===== config.mk =====
export PLATFORM = sky130hd
export DESIGN_NAME = odc_regs
export DESIGN_NICKNAME = d
export VERILOG_FILES = /design/src/odc_pkg.sv /design/src/odc_regs.sv
export VERILOG_INCLUDE_DIRS = /design/src
export SDC_FILE = /design/constraint.sdc
export NUM_CORES = 1
export LEC_CHECK = 0
export ABC_CLOCK_PERIOD_IN_PS = 2250
export BUFFER_PORTS_ARGS = -buffer_cell sky130_fd_sc_hd__buf_4
export CAP_MARGIN = 20
export CORE_UTILIZATION = 51
export CTS_CLUSTER_DIAMETER = 40
export DETAILED_ROUTE_END_ITERATION = 6
export GPL_TIMING_DRIVEN = 0
export PLACE_DENSITY = 0.9
export RECOVER_POWER = 100
export REMOVE_ABC_BUFFERS = 1
export SLEW_MARGIN = 0
export SYNTH_ARGS = -nofsm -noshare
export SYNTH_HDL_FRONTEND = slang
export SYNTH_SLANG_ARGS = --single-unit

===== constraint.sdc =====
create_clock -name clk -period 2.25 [get_ports clk]
set_input_delay 0.45 -clock clk [delete_from_list [all_inputs] [get_ports clk]]
set_output_delay 0.45 -clock clk [all_outputs]
set_load 0.01 [all_outputs]

===== src/odc_defs.svh =====
// Offsets, field positions, reset values and gain constants for odc block
// Functional notes
// - Read-only 7-bit gain code; zero is +18 dB, 0.5 dB steps, 0x24 is 0 dB.
// - Past -27 dB steps are 1 dB to -63 dB at 0x7E; 0x7F is reserved.
// - Page select is 8-bit read/write, resets to zero, any value selects page.
// - Error bit 1 clear: speaker short clears speaker power-up bit.
// - Error bit 0 clear and action bit set: headphone short clears both power bits.
// - Headphone bit 7 powers left driver, bit 6 right; both reset to zero.
// - Headphone short with protection: limit current if action 0, power down if 1.
// - Read-only status bit shows a live headphone short.
// - Two-bit common-mode field selects 1.35, 1.5, 1.65 or 1.8 V; resets zero.
// - Speaker register bit 7 powers speaker driver; error control may clear it.
`ifndef ODC_DEFS_SVH
`define ODC_DEFS_SVH
`define ODC_OFS_PAGE 8'h00
`define ODC_OFS_ERR 8'h1e
`define ODC_OFS_HP 8'h1f
`define ODC_OFS_SPK 8'h20
`define ODC_OFS_GAIN 8'h75
`define ODC_PAGE_GAIN 8'h00
`define ODC_PAGE_DRV 8'h01
`define ODC_RST_PAGE 8'h00
`define ODC_RST_ERR 8'h00
`define ODC_RST_HP 8'h04
`define ODC_RST_SPK 8'h06
`define ODC_BIT_SPK_KEEP 1
`define ODC_BIT_HP_KEEP 0
`define ODC_BIT_HPL 7
`define ODC_BIT_HPR 6
`define ODC_BIT_ACT 1
`define ODC_BIT_SHORT 0
`define ODC_BIT_SPK_PWR 7
`define ODC_HP_WMASK 8'hfe
`define ODC_ERR_WMASK 8'h03
`define ODC_SPK_WMASK 8'hfe
`define ODC_GAIN_RSVD 7'h7f
`endif


===== src/odc_pkg.sv =====
// Types for the output driver control register block
package odc_pkg;
    typedef struct packed {
        logic wr;
        logic rd;
        logic [7:0] addr;
        logic [7:0] wdata;
    } odc_req_t;
    typedef struct packed {
        logic hpl_on;
        logic hpr_on;
        logic spk_on;
        logic [1:0] cm_sel;
        logic hp_limit;
    } odc_drv_t;
endpackage


===== src/odc_regs.sv =====
// Output driver control registers with short-circuit handling
`include "odc_defs.svh"
module odc_regs
    import odc_pkg::*;
(
    input wire logic clk,
    input wire logic rst,
    input wire odc_req_t req,
    input wire logic [6:0] gain_code,
    input wire logic hp_short,
    input wire logic spk_short,
    output logic [7:0] rdata,
    output logic [7:0] page,
    output odc_drv_t drv
);
    logic [7:0] page_reg, page_next;
    logic [7:0] err_reg, err_next;
    logic [7:0] hp_reg, hp_next;
    logic [7:0] spk_reg, spk_next;
    logic [7:0] rdata_reg, rdata_next;
    logic [6:0] gain_reg, gain_next;
    logic limit_reg, limit_next;
    logic on_drv;

    assign on_drv = (page_reg == `ODC_PAGE_DRV);

    // Next register values from bus writes and short events
    always_comb begin
        page_next = page_reg;
        err_next = err_reg;
        hp_next = hp_reg;
        spk_next = spk_reg;
        gain_next = gain_code;
        if (req.wr && req.addr == `ODC_OFS_PAGE)
            page_next = req.wdata;
        if (req.wr && on_drv) begin
            case (req.addr)
                `ODC_OFS_ERR: err_next = req.wdata & `ODC_ERR_WMASK;
                `ODC_OFS_HP: hp_next = req.wdata & `ODC_HP_WMASK;
                `ODC_OFS_SPK: spk_next = req.wdata & `ODC_SPK_WMASK;
                default: ;
            endcase
        end
        // Short detection beats a same-cycle power-up write
        if (spk_short && !err_reg[`ODC_BIT_SPK_KEEP])
            spk_next[`ODC_BIT_SPK_PWR] = 1'b0;
        if (hp_short && !err_reg[`ODC_BIT_HP_KEEP]
            && hp_reg[`ODC_BIT_ACT]) begin
            hp_next[`ODC_BIT_HPL] = 1'b0;
            hp_next[`ODC_BIT_HPR] = 1'b0;
        end
        hp_next[`ODC_BIT_SHORT] = hp_short;
        limit_next = hp_short && !hp_reg[`ODC_BIT_ACT];
    end

    // Read data, one cycle after the read request
    always_comb begin
        rdata_next = 8'h00;
        if (req.rd) begin
            if (req.addr == `ODC_OFS_PAGE)
                rdata_next = page_reg;
            else if (page_reg == `ODC_PAGE_GAIN
                     && req.addr == `ODC_OFS_GAIN)
                rdata_next = {1'b0, gain_reg};
            else if (on_drv) begin
                case (req.addr)
                    `ODC_OFS_ERR: rdata_next = err_reg;
                    `ODC_OFS_HP: rdata_next = hp_reg;
                    `ODC_OFS_SPK: rdata_next = spk_reg;
                    default: rdata_next = 8'h00;
                endcase
            end
        end
    end

    // State registers
    always_ff @(posedge clk or posedge rst) begin
        if (rst) begin
            page_reg <= `ODC_RST_PAGE;
            err_reg <= `ODC_RST_ERR;
            hp_reg <= `ODC_RST_HP;
            spk_reg <= `ODC_RST_SPK;
            rdata_reg <= 8'h00;
            gain_reg <= 7'h00;
            limit_reg <= 1'b0;
        end else begin
            page_reg <= page_next;
            err_reg <= err_next;
            hp_reg <= hp_next;
            spk_reg <= spk_next;
            rdata_reg <= rdata_next;
            gain_reg <= gain_next;
            limit_reg <= limit_next;
        end
    end

    // Outputs straight from the state registers
    assign rdata = rdata_reg;
    assign page = page_reg;
    assign drv.hpl_on = hp_reg[`ODC_BIT_HPL];
    assign drv.hpr_on = hp_reg[`ODC_BIT_HPR];
    assign drv.spk_on = spk_reg[`ODC_BIT_SPK_PWR];
    assign drv.cm_sel = hp_reg[4:3];
    assign drv.hp_limit = limit_reg;

    // Speaker short clears the speaker power bit
    spk_clear_a: assert property (@(posedge clk) disable iff (rst)
        spk_short && !err_reg[1] |=> !spk_reg[7])
        else $error("speaker power not cleared on short");

    // Keep bit set: speaker power left alone
    spk_keep_a: assert property (@(posedge clk) disable iff (rst)
        spk_short && err_reg[1] && !(req.wr && on_drv && req.addr == 8'h20)
        |=> spk_reg[7] == $past(spk_reg[7]))
        else $error("speaker power changed while kept");

    // Headphone short with action set drops both drivers
    hp_clear_a: assert property (@(posedge clk) disable iff (rst)
        hp_short && !err_reg[0] && hp_reg[1] |=> !hp_reg[7] && !hp_reg[6])
        else $error("headphone power not cleared on short");

    // Action bit clear means limiting instead
    hp_limit_a: assert property (@(posedge clk) disable iff (rst)
        hp_short && !hp_reg[1] |=> drv.hp_limit)
        else $error("current limit not applied");

    // Status bit follows the live short
    short_flag_a: assert property (@(posedge clk) disable iff (rst)
        hp_reg[0] == $past(hp_short))
        else $error("short status wrong");

    // Page select takes any written value
    page_write_a: assert property (@(posedge clk) disable iff (rst)
        req.wr && req.addr == 8'h00 |=> page_reg == $past(req.wdata))
        else $error("page select not stored");

    // Page stays until rewritten
    page_hold_a: assert property (@(posedge clk) disable iff (rst)
        !(req.wr && req.addr == 8'h00) |=> $stable(page_reg))
        else $error("page changed without write");

    // Gain readback carries the pin code
    gain_read_a: assert property (@(posedge clk) disable iff (rst)
        req.rd && page_reg == 8'h00 && req.addr == 8'h75
        |=> rdata == {1'b0, $past(gain_reg)})
        else $error("gain readback wrong");

    // Top bit of the gain readback stays zero
    gain_top_a: assert property (@(posedge clk) disable iff (rst)
        req.rd && page_reg == 8'h00 && req.addr == 8'h75 |=> !rdata[7])
        else $error("gain readback bit 7 set");

    // Keep bit set: headphone power left alone
    hp_keep_a: assert property (@(posedge clk) disable iff (rst)
        hp_short && err_reg[0] && !(req.wr && on_drv && req.addr == 8'h1f)
        |=> hp_reg[7:6] == $past(hp_reg[7:6]))
        else $error("headphone power changed while kept");

    // Limiting mode leaves headphone power alone
    act_keep_a: assert property (@(posedge clk) disable iff (rst)
        hp_short && !hp_reg[1] && !(req.wr && on_drv && req.addr == 8'h1f)
        |=> hp_reg[7:6] == $past(hp_reg[7:6]))
        else $error("headphone power changed while limiting");

    // No short, no limiting
    limit_off_a: assert property (@(posedge clk) disable iff (rst)
        !hp_short |=> !drv.hp_limit)
        else $error("current limit without short");

    // Headphone write lands in the power and mode bits
    hp_write_a: assert property (@(posedge clk) disable iff (rst)
        req.wr && on_drv && req.addr == 8'h1f && !hp_short
        |=> hp_reg[7:1] == $past(req.wdata[7:1]))
        else $error("headphone write not stored");

    // Common-mode output follows the written code
    cm_write_a: assert property (@(posedge clk) disable iff (rst)
        req.wr && on_drv && req.addr == 8'h1f
        |=> drv.cm_sel == $past(req.wdata[4:3]))
        else $error("common mode code not applied");

    // Speaker power bit takes a write when no short
    spk_write_a: assert property (@(posedge clk) disable iff (rst)
        req.wr && on_drv && req.addr == 8'h20 && !spk_short
        |=> spk_reg[7] == $past(req.wdata[7]))
        else $error("speaker power write not stored");

    // Error control keeps its two live bits
    err_write_a: assert property (@(posedge clk) disable iff (rst)
        req.wr && on_drv && req.addr == 8'h1e
        |=> err_reg[1:0] == $past(req.wdata[1:0]))
        else $error("error control write not stored");

    // Status bit ignores a written one
    hp_status_a: assert property (@(posedge clk) disable iff (rst)
        req.wr && on_drv && req.addr == 8'h1f && !hp_short
        |=> !hp_reg[0])
        else $error("short status took written value");

    // Driver registers hidden off their page
    drv_read_a: assert property (@(posedge clk) disable iff (rst)
        req.rd && page_reg != 8'h01 && req.addr == 8'h1f
        |=> rdata == 8'h00)
        else $error("driver register seen off page");

    // Page select readable on every page
    page_read_a: assert property (@(posedge clk) disable iff (rst)
        req.rd && req.addr == 8'h00 |=> rdata == $past(page_reg))
        else $error("page select readback wrong");

    // Read data is zero outside a read answer
    idle_read_a: assert property (@(posedge clk) disable iff (rst)
        !req.rd |=> rdata == 8'h00)
        else $error("read data not idle");
endmodule


Word level (Yosys, flattened, before mapping)
Index checks and enable logic that the tools add are counted.
{"block": "classes", "n_eq_ne": 5, "n_reduce_logical": 21, "mux": 11}
{"cell": "$mux W8", "count": 8}
{"cell": "$pmux W8 S3", "count": 1}
{"cell": "$eq A8 B5 Y1 const B", "count": 2}
{"cell": "$logic_not A8 Y1", "count": 2}
{"cell": "$reduce_and A2 Y1", "count": 5}
{"cell": "$eq A8 B1 Y1 const B", "count": 1}
{"cell": "$eq A8 B6 Y1 const B", "count": 1}
{"cell": "$eq A8 B7 Y1 const B", "count": 1}
{"cell": "$reduce_bool A2 Y1", "count": 4}
{"cell": "$logic_and A1 B1 Y1", "count": 7}
{"cell": "$logic_not A1 Y1", "count": 3}
{"cell": "$mux W2", "count": 1}
{"cell": "$mux W1", "count": 1}
{"block": "totals", "word_cells": 47, "inputBits": 29, "output_inout_bits": 22, "reg_bits": 41}

Depth between registers and ports, before layout
{"block": "depth", "word_depth": 6, "depth_mapped": 6, "mapped_depth_nobuf": 4}

Least setup slack after synthesis
Ideal clock, no wire load.
{"block": "synth_path", "kind": "input to register", "from": "input port req[15] (netlist bit)", "to": "register hp_reg[1]", "n_path_buf": 2, "arrival_ns": 1.570, "t_required_ns": 2.125, "setup_ns": 0.125, "slack_ns": 0.555, "path_stages": 6, "cell_sequence": "and4b_1 > and4_1 > buf_2 > nor2b_4 > buf_6 > mux2_4"}
{"block": "synth_between", "elab_chain_cells": 2}
{"element": "start: declaration", "line": "odc_regs.sv:8", "text": "input wire odc_req_t req,"}
{"element": "$eq A8 B5 Y1", "line": "odc_regs.sv:37", "text": "case (req.addr)"}
{"element": "$reduce_and A2 Y1 (no source line)"}
{"element": "end signal: assignment", "line": "odc_regs.sv:81", "text": "hp_reg <= `ODC_RST_HP;"}
{"element": "end signal: assignment", "line": "odc_regs.sv:89", "text": "hp_reg <= hp_next;"}
{"element": "end: declaration", "line": "odc_regs.sv:18", "text": "logic [7:0] hp_reg, hp_next;"}
No other way between the ends.
A chain may end at the register's enable or synchronous reset.

Worst setup path in the final report
{"block": "layout_path", "from": "register page_reg[4] (netlist: page[4])", "to": "register hp_reg[1]"}
{"block": "layout_between", "elab_chain_cells": 3}
{"element": "start: declaration", "line": "odc_regs.sv:16", "text": "logic [7:0] page_reg, page_next;"}
{"element": "start signal: assignment", "line": "odc_regs.sv:79", "text": "page_reg <= `ODC_RST_PAGE;"}
{"element": "start signal: assignment", "line": "odc_regs.sv:87", "text": "page_reg <= page_next;"}
{"element": "$eq A8 B1 Y1 (no source line)"}
{"element": "$logic_and A1 B1 Y1", "line": "odc_regs.sv:36", "text": "if (req.wr && on_drv) begin"}
{"element": "$reduce_and A2 Y1 (no source line)"}
No other way between the ends.

==> results.sh <==
export IMPL_ys_warn_count=0
export IMPL_layout_common_cells="dfrtp_1, clkbuf_1, mux2_1, buf_4, clkbuf_4"
export IMPL_start_kind="flop"
export IMPL_root_buffer="clkbuf_4"
export IMPL_antenna_found_initial=0
export IMPL_max_freq_ghz=0.509
export IMPL_n_fill_cell=291
export IMPL_synth_top_family_by_area="multiplexers"
export IMPL_rsz0062_at_grt="no"
export IMPL_synth_simple_area_share=0.139
export IMPL_diodes=0
export IMPL_r2r_start="page[4]$_DFFE_PP0P_"
export IMPL_final_cell_area_um2=2110
export IMPL_slew_headroom=0.0130
export IMPL_drcViolationCount=0
export IMPL_outcome="finished, violations left"
export IMPL_numCtsBuffers=5
export IMPL_io_pins=51
export IMPL_drtIter0Drc=70
export IMPL_grt_pass1_vias=1307
export IMPL_syn_avg_cell_area_um2=13.3
export IMPL_start_util=0.542
export IMPL_clk_latency_ns=0.35
export IMPL_arrival_ns=2.21
export IMPL_ant_nets=0
export IMPL_crit_type="flop to flop"
export IMPL_cts_resized_gates=0
export IMPL_track_usage=0.233
export IMPL_violations="max-capacitance violations"
export IMPL_port_buffers=50
export IMPL_power_mw=1.24
export IMPL_ir_drop_mv=0.443
export IMPL_synth_adder_area_share=0
export IMPL_worstHoldStart="gain_code[3]"
export IMPL_holdBufCountCts=0
export IMPL_setup_viol=0
export IMPL_max_cap_violations=1
export IMPL_endpoint_kind="flop"
export IMPL_setup_tns_final_ns=0
export IMPL_clk_pin_slew_worst_paths_ns=0.13
export IMPL_synth_compound_area_frac=0.0858
export IMPL_gp_congestion=0.835
export IMPL_dr_pass1_iters=4
export IMPL_cts_tree="built"
export IMPL_hold_violations=0
export IMPL_fin_nets=211
export IMPL_drt_wl_total_um=4090
export IMPL_crit_fanout=7
export IMPL_synth_xor_area_share=0
export IMPL_grt_start_max_net_pins=42
export IMPL_dr_total_vias=1306
export IMPL_post_dp_cell_area_um2=2180
export IMPL_dpl_cell_count=221
export IMPL_mostFrequentLayoutCell="dfrtp_1"
export IMPL_grt_pass1_wl_um=6120
export IMPL_wl_per_cell_um=17.9
export IMPL_worst_pin_slew_ns=1.48
export IMPL_seq_area_frac_synth=0.560
export IMPL_h_tree_depth=2
export IMPL_die_h_um=62.0
export IMPL_rows=21
export IMPL_slowest_delay_ns=0.47
export IMPL_syn2layout_area_growth_pct=15.0
export IMPL_fp_dieArea_um2=3850
export IMPL_cts_buffer_depth=2
export IMPL_cp_num_buf_inv=0
export IMPL_multi_input_area_um2=678
export IMPL_critPathRequiredTime_ns=2.50
export IMPL_startpoint="page[4]$_DFFE_PP0P_"
export IMPL_area_sequential_um2=1030
export IMPL_synth_cells=138
export IMPL_slew_violations=0
export IMPL_fin_crit_ns=1.97
export IMPL_leakagePower_nw=0.971
export IMPL_synth_mux_area_frac=0.166
export IMPL_finalCritPeriodShare=0.874
export IMPL_cts_setup_buffers=0
export IMPL_cp_top_family="simple AND/OR/NAND/NOR gates"
export IMPL_crit_slowest_cell="dfrtp_1"
export IMPL_hpwlAfterDp_um=2930
export IMPL_core_area_um2=3390
export IMPL_grt_overflow=0
export IMPL_dieWidth_um=62.0
export IMPL_power_density_nw_per_um2=587
export IMPL_crit_chain="nor4b_1 -> nand3_2 -> nor2b_2 -> mux2_1"
export IMPL_drive_above_1_share=0.235
export IMPL_ys_seq_elements=41
export IMPL_reg2reg_slack_ns=0.28
export IMPL_cts_sink_count=41
export IMPL_min_path_type="primary input to flop"
export IMPL_instances_no_fill=229
export IMPL_netlist_area_um2=1840
export IMPL_skew_ns=0.0129
export IMPL_via_per_inst=5.70
export IMPL_synth_cell_types=33
-- cell usage after synthesis (all sizes together) --
| cell | instances | area [um^2] |
|---|---|---|
| a22oi | 6 | 45.0 |
| a2bb2oi | 1 | 8.76 |
| a32oi | 7 | 61.3 |
| and3 | 2 | 12.5 |
| and4 | 2 | 17.5 |
| and4b | 3 | 30.0 |
| buf | 11 | 77.6 |
| clkbuf | 2 | 8.75 |
| dfrtp | 38 | 951 |
| dfstp | 3 | 78.8 |
| inv | 1 | 3.75 |
| mux2 | 21 | 255 |
| mux2i | 5 | 50.1 |
| nand2 | 8 | 30.0 |
| nand2b | 1 | 6.26 |
| nand3 | 5 | 40.0 |
| nand3b | 1 | 7.51 |
| nor2 | 3 | 18.8 |
| nor2b | 3 | 26.3 |
| nor3 | 3 | 20.0 |
| nor4 | 3 | 37.5 |
| nor4b | 1 | 8.76 |
| o21ai | 7 | 35.0 |
| o31ai | 1 | 7.51 |
-- cells by family after synthesis --
| logic type | Yosys count |
|---|---|
| buf+inv | 14 |
| flops | 41 |
| compound gates | 22 |
| simple gates | 35 |
| mux | 26 |
-- path summary, 6_finish.rpt --
| check | end | cells after the start |
|---|---|---|
| min in group asynchronous | rdata[0]$_DFF_PP0_ | 2 |
| min | gain_reg[3]$_DFF_PP0_ | 1 |
| min reg2reg | limit_reg$_DFF_PP0_ | 1 |
| max reg2reg | hp_reg[1]$_DFFE_PP0P_ | 4 |
| max | hp_reg[1]$_DFFE_PP0P_ | 4 |
| max in group asynchronous | rdata[5]$_DFF_PP0_ | 2 |
-- power by group --
| group | internal [mW] | switching, mW | total, mW |
|---|---|---|---|
| sequential | 0.753 | 0.0137 | 0.766 |
| combinational | 0.0476 | 0.0596 | 0.107 |
| clock | 0.124 | 0.244 | 0.368 |
-- cell type report --
class,count,area share
clock inverter,3,0.0101
inverter,1,0.00178
multi-input combinational,83,0.321
sequential,41,0.487
clock buffer,5,0.0178
timing repair buffer,50,0.135
tap,46,0.0272
-- routing by layer --
layer | vias to the layer above | global-route usage | share of wire
met1 | 639 | 0.304 | 0.41
met4 | 0 | 0.0857 | 0.019
met2 | 63 | 0.374 | 0.50
li1 | 594 | - | -
met3 | 10 | 0.0642 | 0.064
met5 | - | 0 | 0
-- stage by stage --
step           setup WS, ns  utilization  hold WS [ns]
2_1_floorplan         0.530            -         0.445
3_3_place_gp          0.160        0.645         0.469
3_5_place_dp          0.113        0.645         0.478
4_1_cts               0.350        0.662         0.183
5_1_grt               0.240        0.623         0.188
6_report              0.284        0.623         0.211
-- worst register-to-register path, delay by kind of cell (launching register included) --
family,cells,cell delay (ns)
AND/OR/NAND/NOR,3,1.02
multiplexers,1,0.39
flip-flops,1,0.47
No activity file was read; power rests on OpenSTA's default activity.
